--- config.mk ---
export PLATFORM = sky130hd
export DESIGN_NAME = wdtc_top
export DESIGN_NICKNAME = d
export VERILOG_FILES = /design/src/hw/wdtc_pkg.sv /design/src/hw/wdtc_ref_tick.sv /design/src/hw/wdtc_top.sv
export VERILOG_INCLUDE_DIRS = /design/src /design/src/hw
export SDC_FILE = /design/constraint.sdc
export NUM_CORES = 1
export LEC_CHECK = 0
export BUFFER_PORTS_ARGS = -buffer_cell sky130_fd_sc_hd__buf_2
export CORE_MARGIN = 8
export CORE_UTILIZATION = 30
export DETAILED_ROUTE_END_ITERATION = 7
export GPL_ROUTABILITY_DRIVEN = 0
export MAX_ROUTING_LAYER = met4
export PLACE_DENSITY = 0.56
export SYNTH_ARGS = -nofsm -noshare
export SYNTH_HDL_FRONTEND = slang
export SYNTH_SLANG_ARGS = --single-unit
export TNS_END_PERCENT = 5
--- constraint.sdc ---
create_clock -name clk -period 9.4 [get_ports clk]
set_input_delay 1.88 -clock clk [delete_from_list [all_inputs] [get_ports clk]]
set_output_delay 1.88 -clock clk [all_outputs]
set_load 0.02 [all_outputs]
--- src/hw/wdtc_cfg.svh ---
// Offsets, field positions, reset values and counts of the watchdog timeout control.
`ifndef WDTC_CFG_SVH
`define WDTC_CFG_SVH

// Register offsets on the plain register port.
`define WDTC_OFS_CTRL       4'h0
`define WDTC_OFS_STAT       4'h1
`define WDTC_OFS_MASK       4'h2

// Control register field positions.
`define WDTC_SEL_MSB        7
`define WDTC_SEL_LSB        4
`define WDTC_IRQSEL_BIT     3
`define WDTC_FLAG_BIT       2
`define WDTC_ARM_BIT        1
`define WDTC_UNLOCK_BIT     0

// Status and mask bit positions.
`define WDTC_ST_EXP_IRQ     0
`define WDTC_ST_EXP_RST     1
`define WDTC_ST_REFUSED     2

// Reset values.
`define WDTC_CTRL_RST       8'h00
`define WDTC_STAT_RST       3'h0
`define WDTC_MASK_RST       3'h1

// Timeout select codes.
`define WDTC_SEL_MAX_PERIOD 4'h7
`define WDTC_SEL_IMMEDIATE  4'h8

// Reference ticks in the shortest period, and the reference rate in Hz.
`define WDTC_BASE_TICKS     17'h00200
`define WDTC_REF_HZ         32768

`endif

--- src/hw/wdtc_pkg.sv ---
// Types shared by the watchdog timeout control files.
package wdtc_pkg;

    // Control register layout, most significant field first.
    typedef struct packed {
        logic [3:0] timeout_select;
        logic       timeout_irq_select;
        logic       timeout_flag;
        logic       watchdog_arm;
        logic       write_unlock;
    } wdtc_ctrl_t;

    // One request of the register port.
    typedef struct packed {
        logic       wr;
        logic       rd;
        logic [3:0] addr;
        logic [7:0] wdata;
    } wdtc_bus_req_t;

    // Watchdog sequencer states.
    typedef enum logic [1:0] {
        WDTC_ST_OFF,
        WDTC_ST_RUN,
        WDTC_ST_FIRE
    } wdtc_state_t;

endpackage

--- src/hw/wdtc_ref_tick.sv ---
// Synchroniser and edge detector for the reference clock pin.
`timescale 1ns/100ps
`default_nettype none
module wdtc_ref_tick (
    input  wire logic clk,
    input  wire logic reset,
    input  wire logic ref_clk_pin,
    output var  logic tick
);
    logic [2:0] sync_r;
    logic [2:0] sync_nxt;
    logic       stable_r;
    logic       stable_nxt;
    logic       tick_r;
    logic       tick_nxt;

    // The first stage only feeds the second; a change counts once stages two and three agree.
    always_comb
    begin
        sync_nxt   = {sync_r[1:0], ref_clk_pin};
        stable_nxt = stable_r;
        tick_nxt   = 1'b0;
        if (sync_r[1] == sync_r[2] && sync_r[2] != stable_r)
        begin
            stable_nxt = sync_r[2];
            tick_nxt   = sync_r[2];     // Rising edge of the reference clock.
        end
    end

    // Registers of the synchroniser.
    always_ff @(posedge clk)
    begin
        if (reset)
        begin
            sync_r   <= 3'h0;
            stable_r <= 1'b0;
            tick_r   <= 1'b0;
        end
        else
        begin
            sync_r   <= sync_nxt;
            stable_r <= stable_nxt;
            tick_r   <= tick_nxt;
        end
    end

    assign tick = tick_r;
endmodule
`default_nettype wire

--- src/hw/wdtc_top.sv ---
// Watchdog timeout control with its register port and interrupt status.
//
// Chosen here: the register offsets and the address-and-strobe port.
`timescale 1ns/100ps
`default_nettype none
`include "wdtc_cfg.svh"

//
// How it works
// RULE1 - Select codes map to periods, 8 resets now.
// RULE2 - Interrupt select turns expiry into interrupt.
// RULE3 - Watchdog interrupt ignores the global enable.
// RULE4 - Watchdog interrupt always has high priority.
// RULE5 - Interrupt mode works as a periodic timer.
// RULE6 - Every expiry sets the timeout flag.
// RULE7 - Flag clears by written zero or reset.
// RULE8 - Own watchdog reset keeps the flag set.
// RULE9 - Period is two-to-select times 512 ticks.
// RULE10 - Writing arm one restarts; silence means expiry.
// RULE11 - Control write needs unlock on previous access.
// RULE12 - After interrupt expiry the count restarts.
module wdtc_top #(
    parameter logic [16:0] BASE_TICKS = `WDTC_BASE_TICKS
) (
    input  wire logic                   clk,
    input  wire logic                   reset,
    input  wire wdtc_pkg::wdtc_bus_req_t bus_req,
    output var  logic [7:0]             rdata,
    input  wire logic                   ref_clk_pin,
    input  wire logic                   global_irq_enable,
    output var  logic                   sys_reset_out,
    output var  logic                   irq,
    output var  logic                   wdt_irq_high_prio,
    output var  logic                   cpu_irq_req
);
    import wdtc_pkg::*;

    // Last count of a period for a select code.
    function automatic logic [16:0] wdtc_last(input logic [3:0] sel, input logic [16:0] base);
        return 17'((base << sel[2:0]) - 17'h00001);
    endfunction

    // True for select codes that carry a period.
    function automatic logic wdtc_has_period(input logic [3:0] sel);
        return sel <= `WDTC_SEL_MAX_PERIOD;
    endfunction

    // Register file state.
    wdtc_ctrl_t  ctrl_r;
    wdtc_ctrl_t  ctrl_nxt;
    logic [2:0]  status_r;
    logic [2:0]  status_nxt;
    logic [2:0]  mask_r;
    logic [2:0]  mask_nxt;
    logic [7:0]  rdata_r;
    logic [7:0]  rdata_nxt;

    // Sequencer state.
    wdtc_state_t state_r;
    wdtc_state_t state_nxt;
    logic [16:0] count_r;
    logic [16:0] count_nxt;
    logic        sys_reset_r;
    logic        sys_reset_nxt;

    // Decoded accesses and events.
    wdtc_ctrl_t  new_ctrl;
    logic        ctrl_wr;
    logic        wr_take;
    logic        wr_refused;
    logic        rearm;
    logic        immediate;
    logic        tick;
    logic        period_ok;
    logic        expire;
    logic        irq_evt;
    logic        fire_evt;
    logic [16:0] last;

    // Reference clock ticks, synchronised to clk.
    wdtc_ref_tick u_ref_tick (
        .clk         (clk),
        .reset       (reset),
        .ref_clk_pin (ref_clk_pin),
        .tick        (tick)
    );

    // Decode of control writes and of the unlock state.
    always_comb
    begin
        new_ctrl   = wdtc_ctrl_t'(bus_req.wdata);
        ctrl_wr    = bus_req.wr && (bus_req.addr == `WDTC_OFS_CTRL);
        wr_take    = ctrl_wr && ctrl_r.write_unlock;                      // see RULE11
        wr_refused = ctrl_wr && !ctrl_r.write_unlock && !new_ctrl.write_unlock; // see RULE11
        rearm      = wr_take && new_ctrl.watchdog_arm;                    // see RULE10
        immediate  = wr_take && (new_ctrl.timeout_select == `WDTC_SEL_IMMEDIATE); // see RULE1
    end

    // Expiry detection on the current period.
    always_comb
    begin
        last      = wdtc_last(ctrl_r.timeout_select, BASE_TICKS);        // see RULE9
        period_ok = wdtc_has_period(ctrl_r.timeout_select);              // see RULE1
        expire    = (state_r == WDTC_ST_RUN) && period_ok && tick && (count_r >= last) && !rearm;
        irq_evt   = expire && ctrl_r.timeout_irq_select;                 // see RULE2
        fire_evt  = immediate || (expire && !ctrl_r.timeout_irq_select); // see RULE2
    end

    // Next values of the control register.
    always_comb
    begin
        ctrl_nxt = ctrl_r;
        if (ctrl_wr)
        begin
            if (ctrl_r.write_unlock)
            begin
                ctrl_nxt              = new_ctrl;
                ctrl_nxt.write_unlock = 1'b0;
                // Writing one leaves the flag alone; only a zero clears it.
                ctrl_nxt.timeout_flag = ctrl_r.timeout_flag & new_ctrl.timeout_flag; // see RULE7
            end
            else
            begin
                ctrl_nxt.write_unlock = new_ctrl.write_unlock;          // see RULE11
            end
        end
        else if (bus_req.wr || bus_req.rd)
        begin
            ctrl_nxt.write_unlock = 1'b0;                               // see RULE11
        end
        // Events come last so that a set beats a clear in the same cycle.
        if (fire_evt)
        begin
            ctrl_nxt.timeout_flag = 1'b1;                               // see RULE6
            ctrl_nxt.watchdog_arm = 1'b0;
        end
        if (irq_evt)
        begin
            ctrl_nxt.timeout_flag = 1'b1;                               // see RULE6
        end
    end

    // Next values of status, mask and read data.
    always_comb
    begin
        status_nxt = status_r;
        mask_nxt   = mask_r;
        rdata_nxt  = 8'h00;
        if (bus_req.rd && (bus_req.addr == `WDTC_OFS_STAT))
        begin
            status_nxt = 3'h0;
        end
        if (irq_evt)
        begin
            status_nxt[`WDTC_ST_EXP_IRQ] = 1'b1;
        end
        if (fire_evt)
        begin
            status_nxt[`WDTC_ST_EXP_RST] = 1'b1;
        end
        if (wr_refused)
        begin
            status_nxt[`WDTC_ST_REFUSED] = 1'b1;
        end
        if (bus_req.wr && (bus_req.addr == `WDTC_OFS_MASK))
        begin
            mask_nxt = bus_req.wdata[2:0];
        end
        if (bus_req.rd)
        begin
            case (bus_req.addr)
                `WDTC_OFS_CTRL: rdata_nxt = ctrl_r;
                `WDTC_OFS_STAT: rdata_nxt = {5'h00, status_r};
                `WDTC_OFS_MASK: rdata_nxt = {5'h00, mask_r};
                default:        rdata_nxt = 8'h00;
            endcase
        end
    end

    // Register file registers; besides a written zero, only the external reset clears the flag.
    always_ff @(posedge clk)
    begin
        if (reset)
        begin
            ctrl_r   <= wdtc_ctrl_t'(`WDTC_CTRL_RST);                   // see RULE7
            status_r <= `WDTC_STAT_RST;
            mask_r   <= `WDTC_MASK_RST;
            rdata_r  <= 8'h00;
        end
        else
        begin
            ctrl_r   <= ctrl_nxt;
            status_r <= status_nxt;
            mask_r   <= mask_nxt;
            rdata_r  <= rdata_nxt;
        end
    end

    // Next values of the sequencer and its counter.
    always_comb
    begin
        state_nxt     = state_r;
        count_nxt     = count_r;
        sys_reset_nxt = 1'b0;
        case (state_r)
            WDTC_ST_OFF:
            begin
                count_nxt = 17'h00000;
                if (immediate)
                begin
                    state_nxt = WDTC_ST_FIRE;                           // see RULE1
                end
                else if (rearm)
                begin
                    state_nxt = WDTC_ST_RUN;                            // see RULE10
                end
            end
            WDTC_ST_RUN:
            begin
                if (fire_evt)
                begin
                    state_nxt = WDTC_ST_FIRE;                           // see RULE10
                end
                else if (rearm)
                begin
                    count_nxt = 17'h00000;                              // see RULE10
                end
                else if (!ctrl_nxt.watchdog_arm)
                begin
                    state_nxt = WDTC_ST_OFF;
                end
                else if (irq_evt)                                       // see RULE5
                begin
                    count_nxt = 17'h00000;                              // see RULE12
                end
                else if (tick && period_ok)
                begin
                    count_nxt = count_r + 17'h00001;
                end
            end
            WDTC_ST_FIRE:
            begin
                // Reset pulse lasts one cycle; the flag survives it.
                count_nxt = 17'h00000;
                state_nxt = WDTC_ST_OFF;                                // see RULE8
            end
            default:
            begin
                state_nxt = WDTC_ST_OFF;
                count_nxt = 17'h00000;
            end
        endcase
        if (state_nxt == WDTC_ST_FIRE)
        begin
            sys_reset_nxt = 1'b1;                                       // see RULE2
        end
    end

    // Sequencer registers.
    always_ff @(posedge clk)
    begin
        if (reset)
        begin
            state_r     <= WDTC_ST_OFF;
            count_r     <= 17'h00000;
            sys_reset_r <= 1'b0;
        end
        else
        begin
            state_r     <= state_nxt;
            count_r     <= count_nxt;
            sys_reset_r <= sys_reset_nxt;
        end
    end

    // Outputs: the watchdog interrupt stays high priority and skips the global enable.
    assign rdata             = rdata_r;
    assign sys_reset_out     = sys_reset_r;
    assign irq               = |(status_r & mask_r);
    assign wdt_irq_high_prio = status_r[`WDTC_ST_EXP_IRQ] & mask_r[`WDTC_ST_EXP_IRQ]; // see RULE4
    assign cpu_irq_req       = wdt_irq_high_prio |                      // see RULE3
                               (global_irq_enable & |(status_r[2:1] & mask_r[2:1])); // see RULE3
endmodule
`default_nettype wire

# [Word level (Yosys, flattened, before mapping)]
# Cells that the tools add are included.
# Widths: inputs -> output; s select.
[op_classes] muxes=23 n_shift=1 n_reduce_logical=40 addsub=2 magnitude_cmp=2 eq_ne=7 n_bitwise=10
[ops] cell="$mux 17" n=4
[ops] cell="$pmux 8 s3" n=1
[ops] cell="$add 17x1->17 const B" n=1
[ops] cell="$ge 17x17->1" n=1
[ops] cell="$shl 10x3->17 const A" n=1
[ops] cell="$sub 17x1->17 const B" n=1
[ops] cell="$logic_and 1x1->1" n=16
[ops] cell="$mux 2" n=8
[ops] cell="$reduce_bool 2->1" n=5
[ops] cell="$reduce_bool 3->1" n=3
[ops] cell="$mux 1" n=8
[ops] cell="$reduce_or 2->1" n=4
[ops] cell="$eq 4x1->1 const B" n=1
[ops] cell="$eq 4x2->1 const B" n=1
[ops] cell="$eq 4x4->1 const B" n=1
[ops] cell="$le 4x3->1 const B" n=1
[ops] cell="$logic_not 1->1" n=4
[ops] cell="$logic_not 4->1" n=1
[ops] cell="$not 1->1" n=4
[ops] cell="$pmux 2 s2" n=1
[ops] cell="$reduce_and 2->1" n=2
[ops] cell="$and 1x1->1" n=3
[ops] cell="$and 3x3->3" n=1
[ops] cell="$mux 3" n=1
[ops] cell="10 further kinds" n=11
[totals] inputBits=18 output_inout_bits=12 ff_bits=47 word_cells=101

# [Logic depth before layout (Yosys ltp)]
# Gate-level depths: netlist of run 1.
[logic_depth] ltp_word=15 ltp_mapped=15 depth_no_buf=13

# [Cells and area by module]
# A second synthesis of run 1 with hierarchy kept.
[hier_totals] cells_unflattened=278 hier_area_um2=2453.6
[modules_own_cells] mod="wdtc_top" area_per_inst_um2=2303.5 cells_each=266 seq_area_each_um2=840.8 instances=1
[modules_own_cells] mod="wdtc_ref_tick" area_per_inst_um2=150.1 cells_each=12 seq_area_each_um2=100.1 instances=1

# [Worst setup path before layout of run 1]
# No wires, ideal clock.
[synth_path] path_kind="input to output" from="input global_irq_enable" to="output cpu_irq_req" path_buffers=0 arrival_ns=2.116 required_ns=7.520 cell_stages=1 slack_ns=5.404 path_cell_list="o21a_1"
[synth_between] elab_chain_len=2
[synth_rtl] element="start, declared" line_no="wdtc_top.sv:30" text="input wire logic global_irq_enable,"
[synth_rtl] element="$and 1x1->1" line_no="wdtc_top.sv:282" text="(global_irq_enable & |(status_r[2:1] & mask_r[2:1]));"
[synth_rtl] element="$or 1x1->1" line_no="wdtc_top.sv:281" text="assign cpu_irq_req = wdt_irq_high_prio |"
[synth_rtl] element="end, declared" line_no="wdtc_top.sv:34" text="output var logic cpu_irq_req"
# Every way passes these cells.

# [Worst setup path in the final report of run 1]
# Same ends and word-level chain as after synthesis.

==> summary.md, run 1 <==
| Metric | Value |
|---|---|
| Wl on met1 | `2.97 mm` |
| Hold/Removal Path Class | `reg -> reg` |
| Top Metal Used | `met4` |
| Post-synth ARST share | `0%` |
| Setup bufs post-CTS | `0` |
| Crit path max-delay cell type | `o21a_1` |
| Register area | `941 um^2` |
| CP Data Required Time | `7.52 ns` |
| Dpl hpwl | `4.55 mm` |
| Initial Utilization | `30.9%` |
| TritonCTS clock tree | `yes` |
| Min Hold Slack | `0.453 ns` |
| Synth Cell Area | `2540 um^2` |
| Lkg Pwr | `1.10 nW` |
| NetSw | `0.0000834 W` |
| Synth area leader | `dfxtp_1` |
| Syn_area_per_cell | `8.72 um^2` |
| Total core area | `8220 um^2` |
| CP max FO | `1` |
| Setup_tns | `0 ns` |
| Most instantiated cells after synthesis | `47 x dfxtp_1, 29 x nor2_1, 18 x inv_1, 18 x nand2_1, 16 x nand3_1` |
| Num rows | `33` |
| Max_slew headroom | `20.8%` |
| Grt ovf | `0` |
| H-tree depth | `2` |
| Multi-input logic area | `1470 um^2` |
| Most frequent cell after synthesis | `dfxtp_1` |
| Filler Cells Inserted | `850` |
| Slowest stage delay, CP | `0.16 ns` |
| Post-route ant nets | `0` |
| RSZ-0062 raised after global routing | `false` |
| Antenna diodes | `0` |
| Die height | `108 um` |
| Port Buffer Count | `29` |
| Hold buffers post-CTS | `0` |
| Overall Global Routing Usage | `11.1%` |
| Clock skew | `0.00915 ns` |
| Minimum clock period | `4.17 ns` |
| First-pass GRT wire length | `10.1 mm` |
| Worst path cell trace | `buf_2 > o21a_1 > buf_2` |
| Vias after detailed routing | `2242` |
| Post-synthesis net count | `319` |
| Final worst path period share | `44.3%` |
| Syn Inst Count | `291` |
| Vias in the first global route | `1988` |
| Placed insts | `415` |
| Cell Int Power | `0.000285 W` |
| Chip width | `108 um` |
| Synth top area cells | `dfxtp_1 37%, ha_1 4.9%, mux2i_1 4.3%` |
| Design Power | `0.000369 W` |
| Resized cells post-CTS | `0` |
| Crit-path most repeated cell | `buf_2` |
| WL per Instance | `14.5 um` |
| Logic pwr share | `3.7%` |
| Post-synth EDFFs | `0` |
| Power per cell area | `128 nW/um^2` |
| # clock sinks | `47` |
| Pin count of the biggest net entering global routing | `24` |
| Clk_lat worst skew | `0.31 ns` |
| Clock tree root buffer cell | `clkbuf_8` |
| Worst vdd ir | `0.0000521 V` |
| WL met2 | `2.81 mm` |
| Initial antenna violation count | `0` |
| Final hold viol count | `0` |
| Crit Path Class | `in -> out` |
| Die area | `11700 um^2` |
| CP Launch Type | `input port` |
| Met3 WL | `241 um` |
| Total Wirelength | `6.12 mm` |
| Clock power frac | `41.9%` |
| Sw Share | `22.6%` |
| Setup violations, final | `0` |
| Io pins | `30` |
| Non-filler instance count after layout | `423` |
| Final max-slew violation count | `0` |
| Synth top area share | `37.1%` |
| Cts bufs inserted | `5` |
| Layout cell share with drive strength beyond 1 | `16.7%` |
| P&R area growth vs syn | `13.5%` |
| Via density | `5.30` |
| Tightest Pin Transition | `1.18 ns` |
| Flops & latches, synth | `47` |
| Remaining DRCs | `0` |
| Worst-path clk slew | `0.09 ns` |
| Ys flop type | `dfxtp_1` |
| Initial drt markers | `151` |
| Max Fclk | `240 MHz` |
| First drt pass iteration count | `4` |
| Status | `complete, no violations` |
| Sequential fraction of the synthesis area | `37.1%` |
| Max-cap violations | `0` |
| Flop pwr share | `54.3%` |
| Library cells used by synthesis | `61` |
| Crit. End Element | `output pin` |
| Nets@finish | `345` |
| Clk buf depth | `2` |
| Crit path DAT | `2.29 ns` |
| Yosys synthesis warning count | `0` |
==> layer usage <==
layer | track usage (%) | vias up
met3 | 2.02 | 4
met4 | 4.96 | 0
met2 | 16.3 | 43
li1 | - | 1129
met5 | - | -
met1 | 14.5 | 1066
==> registers in the layout (all words and copies together), names as in the netlist <==
signal	cells
status_r	3
state_r	2
count_r	17
u_ref_tick.stable_r	1
mask_r	3
u_ref_tick.tick	1
u_ref_tick.sync_r	3
ctrl_r	8
rdata	8
sys_reset_out	1
==> cells in the final DEF, fill, tap and decap left out, drive strengths merged, types with 5 or more instances in the layout <==
cell type  netlist  routed
a21oi           15      15
and2             5       5
buf              3      30
clkbuf           8       5
dfxtp           47      47
ha              10      10
inv             19      20
mux2i           12      12
nand2           19      19
nand3           18      18
nand4           12      12
nor2            31      31
nor2b            5       5
nor3             9       9
o21ai           10      10
o221ai          10      10
==> area by class of cell <==
class | count | area share [%]
flip-flops and latches | 47 | 32.7
clock inverters | 3 | 1.61
well taps | 105 | 4.56
multi-input cells | 214 | 51.0
repair buffers | 30 | 5.30
clock buffers | 5 | 2.39
inverters | 19 | 2.48
==> logic make-up after synthesis <==
group           Yosys count  share of synthesized area (%)
compound gates           60                           16.9
xor+xnor                  2                          0.690
fa+ha+maj                10                           4.93
buf+inv                  30                           5.08
flops                    47                           37.1
mux                      12                           5.22
other cells               1                          0.148
simple gates            129                           30.0
==> power groups by stage <==
stage / Clock [W] / Combinational, W / Sequential, W
after floorplan: 0 / 0.00000827 / 0.000205
final: 0.000155 / 0.0000138 / 0.000200
after global routing: 0.000167 / 0.0000151 / 0.000200
after global placement: 0 / 0.0000138 / 0.000205
after CTS: 0.000160 / 0.0000139 / 0.000200
after detailed placement: 0 / 0.0000138 / 0.000205
==> stage by stage <==
step | utilization (%) | worst slack (ns) | instance area (um^2)
finish | 35.1 | 5.23 | 2880
global route | 35.1 | 5.22 | 2880
CTS | 35.1 | 5.23 | 2880
detailed placement | 33.7 | 5.23 | 2770
global placement | 33.7 | 5.23 | 2770
floorplan | - | 5.40 | 2540
==> worst paths after layout <==
| check | start | to | slack [ns] | cells past startpoint |
|---|---|---|---|---|
| max | global_irq_enable | cpu_irq_req | 5.23 | 3 |
| min | u_ref_tick.sync_r[0] | u_ref_tick.sync_r[1] | 0.45 | 1 |
| max reg2reg | ctrl_r[6] | state_r[0] | 5.54 | 12 |
| min reg2reg | u_ref_tick.sync_r[0] | u_ref_tick.sync_r[1] | 0.45 | 1 |
==> worst max-delay path, delay by kind of cell <==
| family | cells | cell delay [ns] |
|---|---|---|
| compound gates | 1 | 0.16 |
| buf+inv | 2 | 0.24 |
Power figures use the tool's default switching activity.
==> run 2, diff against run 1 <==
- clock period: 9.4 -> 3.9 ns (I/O delays scaled with it)
==> run 2 against run 1 <==
  * Clock power rose by 110%
  * Hold slack got worse by 0.0080 ns
  * Global-route usage about the same
  * Wire length increased by 1.3%
  * Clock skew shrank 0.0037 ns
  * Largest cell class unchanged
==> summary.md, run 2 (synthesis results as in run 1) <==
| Metric | Value |
|---|---|
| Status | `complete, no violations` |
| Register-to-register setup slack | `0.60 ns (-4.94 ns)` |
| Initial drt markers | `103 (-32%)` |
| Layout cell share with drive strength beyond 1 | `16.9% (+0.26 points)` |
| Setup bufs post-CTS | `0 (unchanged)` |
| Clk buf depth | `2 (unchanged)` |
| CP Data Required Time | `4.12 ns (-3.40 ns)` |
| First-pass GRT wire length | `10.3 mm (+2.0%)` |
| Worst-path clk slew | `0.09 ns (about the same)` |
| Setup violations, final | `0 (unchanged)` |
| Final worst path period share | `84.6%` |
| Max FFs per register | `17 (unchanged)` |
| Initial Utilization | `30.9% (unchanged)` |
| Worst vdd ir | `0.000123 V (+140%)` |
| Minimum clock period | `3.30 ns` |
| Filler Cells Inserted | `856 (+0.71%)` |
| First drt pass iteration count | `4 (unchanged)` |
| Crit. End Element | `flop` |
| Nets@finish | `346 (+0.29%)` |
| Resized cells post-CTS | `0 (unchanged)` |
| Reg2Reg Depth | `12 (unchanged)` |
| Crit path DAT | `3.52 ns (+1.23 ns)` |
| Reg2reg end | `count_r[8]` |
| CP max FO | `11 (+10)` |
| Via density | `5.27 (-0.50%)` |
| Total core area | `8220 um^2 (unchanged)` |
| H-tree depth | `2 (unchanged)` |
| Cts bufs inserted | `5 (unchanged)` |
| Pin count of the biggest net entering global routing | `24 (unchanged)` |
| Remaining DRCs | `0 (unchanged)` |
| Power per cell area | `293 nW/um^2 (+130%)` |
| Max_slew headroom | `64.4% (+44 points)` |
| Post-route ant nets | `0 (unchanged)` |
| Setup_tns | `0 ns (unchanged)` |
| Initial antenna violation count | `0 (unchanged)` |
| Num rows | `33 (unchanged)` |
| DP Area | `2770 um^2 (+0.27%)` |
| Tightest Pin Transition | `0.532 ns (-0.652 ns)` |
| P&R area growth vs syn | `13.1%` |
| Total Wirelength | `6.19 mm (+1.3%)` |
| Antenna diodes | `0 (unchanged)` |
| Die height | `108 um (unchanged)` |
| Clk_lat worst skew | `0.31 ns (about the same)` |
| Max Fclk | `303 MHz` |
| Io pins | `30 (unchanged)` |
| Overall Global Routing Usage | `11.1% (+0.028 points)` |
| Clock skew | `0.00545 ns (-0.00370 ns)` |
| RSZ-0062 raised after global routing | `false` |
| Final hold viol count | `0 (unchanged)` |
| Hold/Removal Path Class | `reg -> reg` |
| Max-cap violations | `0 (unchanged)` |
| Hold_sp | `u_ref_tick.sync_r[0]` |
| Final max-slew violation count | `0 (unchanged)` |
| Hold endpoint | `u_ref_tick.sync_r[1]` |
| Lkg Pwr | `1.09 nW (-0.29%)` |
| Vias after detailed routing | `2236 (-0.27%)` |
| Hold buffers post-CTS | `0 (unchanged)` |
| Vias in the first global route | `2164 (+8.9%)` |
| Biggest register | `count_r` |
| Die area | `11700 um^2 (unchanged)` |
| Commonest non-fill, non-tap cells in the layout | `47 x dfxtp_1, 29 x nor2_1, 29 x buf_2, 18 x nand2_1, 18 x inv_1` |
| Grt ovf | `0 (unchanged)` |
| CP Launch Type | `flop` |
| # clock sinks | `47 (unchanged)` |
| Hold path cells | `1 (unchanged)` |
| Post-route cell area | `2870 um^2 (-0.30%)` |
| TritonCTS clock tree | `yes` |
| Chip width | `108 um (unchanged)` |
| Reg2reg start | `ctrl_r[6]` |
| Crit Path Class | `reg -> reg` |
| Clock tree root buffer cell | `clkbuf_8` |
| WL per Instance | `14.6 um (+1.0%)` |
| Most common cell after layout, fill and taps aside | `dfxtp_1` |
| Port Buffer Count | `29 (unchanged)` |
| Dpl hpwl | `4.67 mm (+2.7%)` |
-- run 2: cell count changes in the layout (fill, tap and decap cells not counted) --
| cell | previous run | this run |
|---|---|---|
| buf_4 | 1 | 2 |
| bufinv_16 | 1 | 0 |
| clkbuf_8 | 5 | 6 |
| clkinv_4 | 0 | 1 |
| inv_6 | 1 | 0 |
-- run 2: metal layers --
layer	share of wire (%)	vias up	global-route usage (%)
met2	47	35	17.5
met4	1.4	0	3.57
met3	3.9	5	2.32
li1	-	1130	-
met5	0	-	-
met1	48	1066	13.9
-- run 2: how the worst max path moves through the flow --
stage | from | depth (start not counted) | endpoint
global placement | ctrl_r[6] | 12 | count_r[15]
global route | ctrl_r[6] | 12 | count_r[9]
detailed placement | ctrl_r[6] | 12 | count_r[8]
floorplan | ctrl_r[4] | 14 | count_r[16]
finish | ctrl_r[6] | 12 | count_r[8]
CTS | ctrl_r[6] | 12 | count_r[8]
-- run 2: through the flow --
stage          power [W]  utilization (%)  setup WS [ns]  hold WS (ns)  instances
4_1_cts         0.000850             34.9          0.611         0.451        424
5_1_grt         0.000873             34.9          0.344         0.464        424
3_5_place_dp    0.000527             33.7          0.631         0.428        416
2_1_floorplan   0.000514                -          0.723         0.414        291
6_report        0.000842             34.9          0.601         0.445        424
3_3_place_gp    0.000527             33.7          0.731         0.420        416
-- run 2: area by class of cell --
type | instances | area (um^2) | share of cell area [%]
timing repair buffer | 31 | 160 | 5.58
multi-input combinational | 214 | 1470 | 51.2
clock inverter | 2 | 16.3 | 0.566
tap | 105 | 131 | 4.58
clock buffer | 6 | 82.6 | 2.88
sequential | 47 | 941 | 32.8
inverter | 19 | 71.3 | 2.48
-- run 2: power breakdown --
part	total [W]	switching, W	internal, W
Sequential	0.000483	0.00000123	0.000482
Clock	0.000326	0.000181	0.000145
Combinational	0.0000331	0.0000204	0.0000128
-- run 2: worst max-delay path, stage by stage (launching register included) --
cell and delay (ns):
dfxtp_1 0.38, or3_1 0.41, ha_1 0.27, nor3_1 0.15
a21oi_1 0.06, o21a_1 0.17, ha_1 0.26, and4_1 0.20
a21oi_1 0.09, a211o_4 0.36, nand3_4 0.09, nand3_1 0.40
o221ai_1 0.36
==> run 3, diff against run 2 <==
- PLACE_DENSITY: 0.56 -> 0.57
- clock period: 3.9 -> 2.7 ns (I/O delays scaled with it)
==> run 3 against run 2 <==
  * The flow now finishes with violations (negative setup slack)
  * Critical path depth stayed put
  * Sequential power is 45% higher
  * Combinational power rose by 62%
  * Non-clock buffer count grew 15
  * Clock power grew 43%
  * Fmax up 16%
  * Core utilization rose by 3.2 points
  * Die area is the same
  * Flip-flop and latch count unchanged
  * Critical endpoint is now count_r[16]
  * Largest power group unchanged
==> summary.md, run 3 (synthesis results as in run 1) <==
| Metric | Value |
|---|---|
| H-tree depth | `2 (unchanged)` |
| Buf/Inv on CP | `0 (unchanged)` |
| Clock tree root buffer cell | `clkbuf_8` |
| Overall Global Routing Usage | `11.8% (+0.64 points)` |
| Placed insts | `430 (+3.4%)` |
| Die area | `11700 um^2 (unchanged)` |
| Reg2reg start | `ctrl_r[6]` |
| Vias after detailed routing | `2290 (+2.4%)` |
| Power per cell area | `389 nW/um^2 (+32%)` |
| CP startpoint | `ctrl_r[6]` |
| Initial Utilization | `30.9% (unchanged)` |
| Top Metal Used | `met4` |
| Max FFs per register | `17 (unchanged)` |
| Hold path cells | `2 (+1)` |
| Clock skew | `0.0113 ns (+0.00586 ns)` |
| Via density | `5.22 (-1.1%)` |
| First drt pass iteration count | `4 (unchanged)` |
| Most common cell after layout, fill and taps aside | `dfxtp_1` |
| Post-route ant nets | `0 (unchanged)` |
| Worst-path clk slew | `0.10 ns (about the same)` |
| Final hold viol count | `0 (unchanged)` |
| Vias in the first global route | `2231 (+3.1%)` |
| Lkg Pwr | `1.18 nW (+8.3%)` |
| CP Launch Type | `flop` |
| Design Power | `0.00122 W (+45%)` |
| Setup violations, final | `19 (+19)` |
| Reg2reg end | `count_r[16]` |
| Dpl hpwl | `4.74 mm (+1.6%)` |
| Initial antenna violation count | `0 (unchanged)` |
| Antenna diodes | `0 (unchanged)` |
| Biggest register | `count_r` |
| Cts bufs inserted | `5 (unchanged)` |
| Crit path DAT | `3.08 ns (-0.44 ns)` |
| Layout cell share with drive strength beyond 1 | `26.0% (+9.1 points)` |
| Remaining DRCs | `0 (unchanged)` |
| Crit Path Class | `reg -> reg` |
| Tightest Pin Transition | `0.500 ns (-0.0323 ns)` |
| Clk buf depth | `2 (unchanged)` |
| Max_slew headroom | `66.2% (+1.8 points)` |
| CP Data Required Time | `2.94 ns (-1.18 ns)` |
| Min Hold Slack | `0.447 ns (+0.00216 ns)` |
| Hold_sp | `ref_clk_pin` |
| Worst path cell trace | `or3_4 > ha_4 > xor2_1 > nor2_1 > a21oi_1 > ha_1 > and3_4 > o21ai_4 > a211o_4 > nand3_4 > or4_4 > a211oi_2` |
| Met3 WL | `349 um (+44%)` |
| Total Wirelength | `6.37 mm (+2.9%)` |
| Crit path max-delay cell type | `or4_4` |
| P&R area growth vs syn | `23.5%` |
| Hold buffers post-CTS | `0 (unchanged)` |
| Chip width | `108 um (unchanged)` |
| Register-to-register setup slack | `-0.14 ns (-0.74 ns)` |
| Worst vdd ir | `0.000210 V (+70%)` |
| Crit. End Element | `flop` |
| Non-filler instance count after layout | `439 (+3.5%)` |
| Reg2Reg Depth | `12 (unchanged)` |
| Initial drt markers | `122 (+18%)` |
| RSZ-0062 raised after global routing | `true` |
| Worst path top cell family by delay | `simple AND/OR/NAND/NOR gates` |
| Hold endpoint | `u_ref_tick.sync_r[0]` |
| Filler Cells Inserted | `833 (-2.7%)` |
| DP Area | `2940 um^2 (+6.2%)` |
| Max Fclk | `352 MHz (+16%)` |
| Slowest stage delay, CP | `0.43 ns (+0.02 ns)` |
| First-pass GRT wire length | `10.7 mm (+3.9%)` |
| Post-route cell area | `3140 um^2 (+9.2%)` |
| Minimum clock period | `2.84 ns (-0.457 ns)` |
| Hold/Removal Path Class | `in -> reg` |
| Io pins | `30 (unchanged)` |
| Setup bufs post-CTS | `0 (unchanged)` |
| Pin count of the biggest net entering global routing | `23 (-4.2%)` |
| Total core area | `8220 um^2 (unchanged)` |
| Num rows | `33 (unchanged)` |
| Port Buffer Count | `29 (unchanged)` |
| TritonCTS clock tree | `yes` |
| Setup_tns | `-1.23 ns (-1.23 ns)` |
| Commonest non-fill, non-tap cells in the layout | `47 x dfxtp_1, 29 x buf_2, 27 x nor2_1, 18 x nand2_1, 18 x inv_1` |
| Max-cap violations | `0 (unchanged)` |
| Final worst path period share | `105% (+21 points)` |
| Failing checks | `negative setup slack` |
| Worst setup margin | `-0.142 ns (-0.743 ns)` |
| CP max FO | `7 (-4)` |
| WL met2 | `2.87 mm (-1.0%)` |
| Status | `finished, violations left` |
| Grt ovf | `0 (unchanged)` |
| Clk_lat worst skew | `0.32 ns (about the same)` |
| Nets@finish | `361 (+4.3%)` |
| # clock sinks | `47 (unchanged)` |
| Wl on met1 | `3.04 mm (+2.6%)` |
| Final max-slew violation count | `0 (unchanged)` |
| Die height | `108 um (unchanged)` |
| WL per Instance | `14.5 um (-0.61%)` |
run 3: repair_timing:
action | in CTS | in global routing
resized for setup | 4 | 17
setup endpoints to repair | 21 | 24
pin swaps | 4 | 5
gates cloned | 0 | 1
run 3: layout make-up:
class	instances	area [um^2]	share of cell area [%]
Timing Repair Buffer	46	297	9.46
Clock buffer	5	68.8	2.19
Clock inverter	3	27.5	0.878
Multi-Input combinational cell	214	1600	51.0
Tap cell	105	131	4.19
Inverter	19	71.3	2.27
Sequential cell	47	941	30.0
run 3: where the power goes:
group          total (W)  internal, W  switching (W)  leakage (nW)
clock network   0.000467     0.000192       0.000275        0.0467
registers       0.000698     0.000696     0.00000177         0.379
logic          0.0000537    0.0000214      0.0000324         0.759
run 3: through the flow:
stage,util (%),setup slack (ns)
6_report,38.2,-0.142
5_1_grt,38.2,-0.244
4_1_cts,37.2,-0.117
3_5_place_dp,35.8,-0.103
3_3_place_gp,35.8,-0.0689
2_1_floorplan,-,-0.185
run 3: worst max-delay path by stage:
stage / end / cells past startpoint
floorplan: count_r[16] / 14
global placement: count_r[16] / 12
detailed placement: count_r[16] / 12
CTS: count_r[16] / 12
global route: count_r[16] / 12
finish: count_r[16] / 12
run 3: routing by layer:
| layer | track usage, % | up-vias |
|---|---|---|
| met4 | 4.76 | 0 |
| met1 | 14.7 | 1067 |
| met5 | - | - |
| li1 | - | 1158 |
| met3 | 2.97 | 7 |
| met2 | 17.7 | 58 |
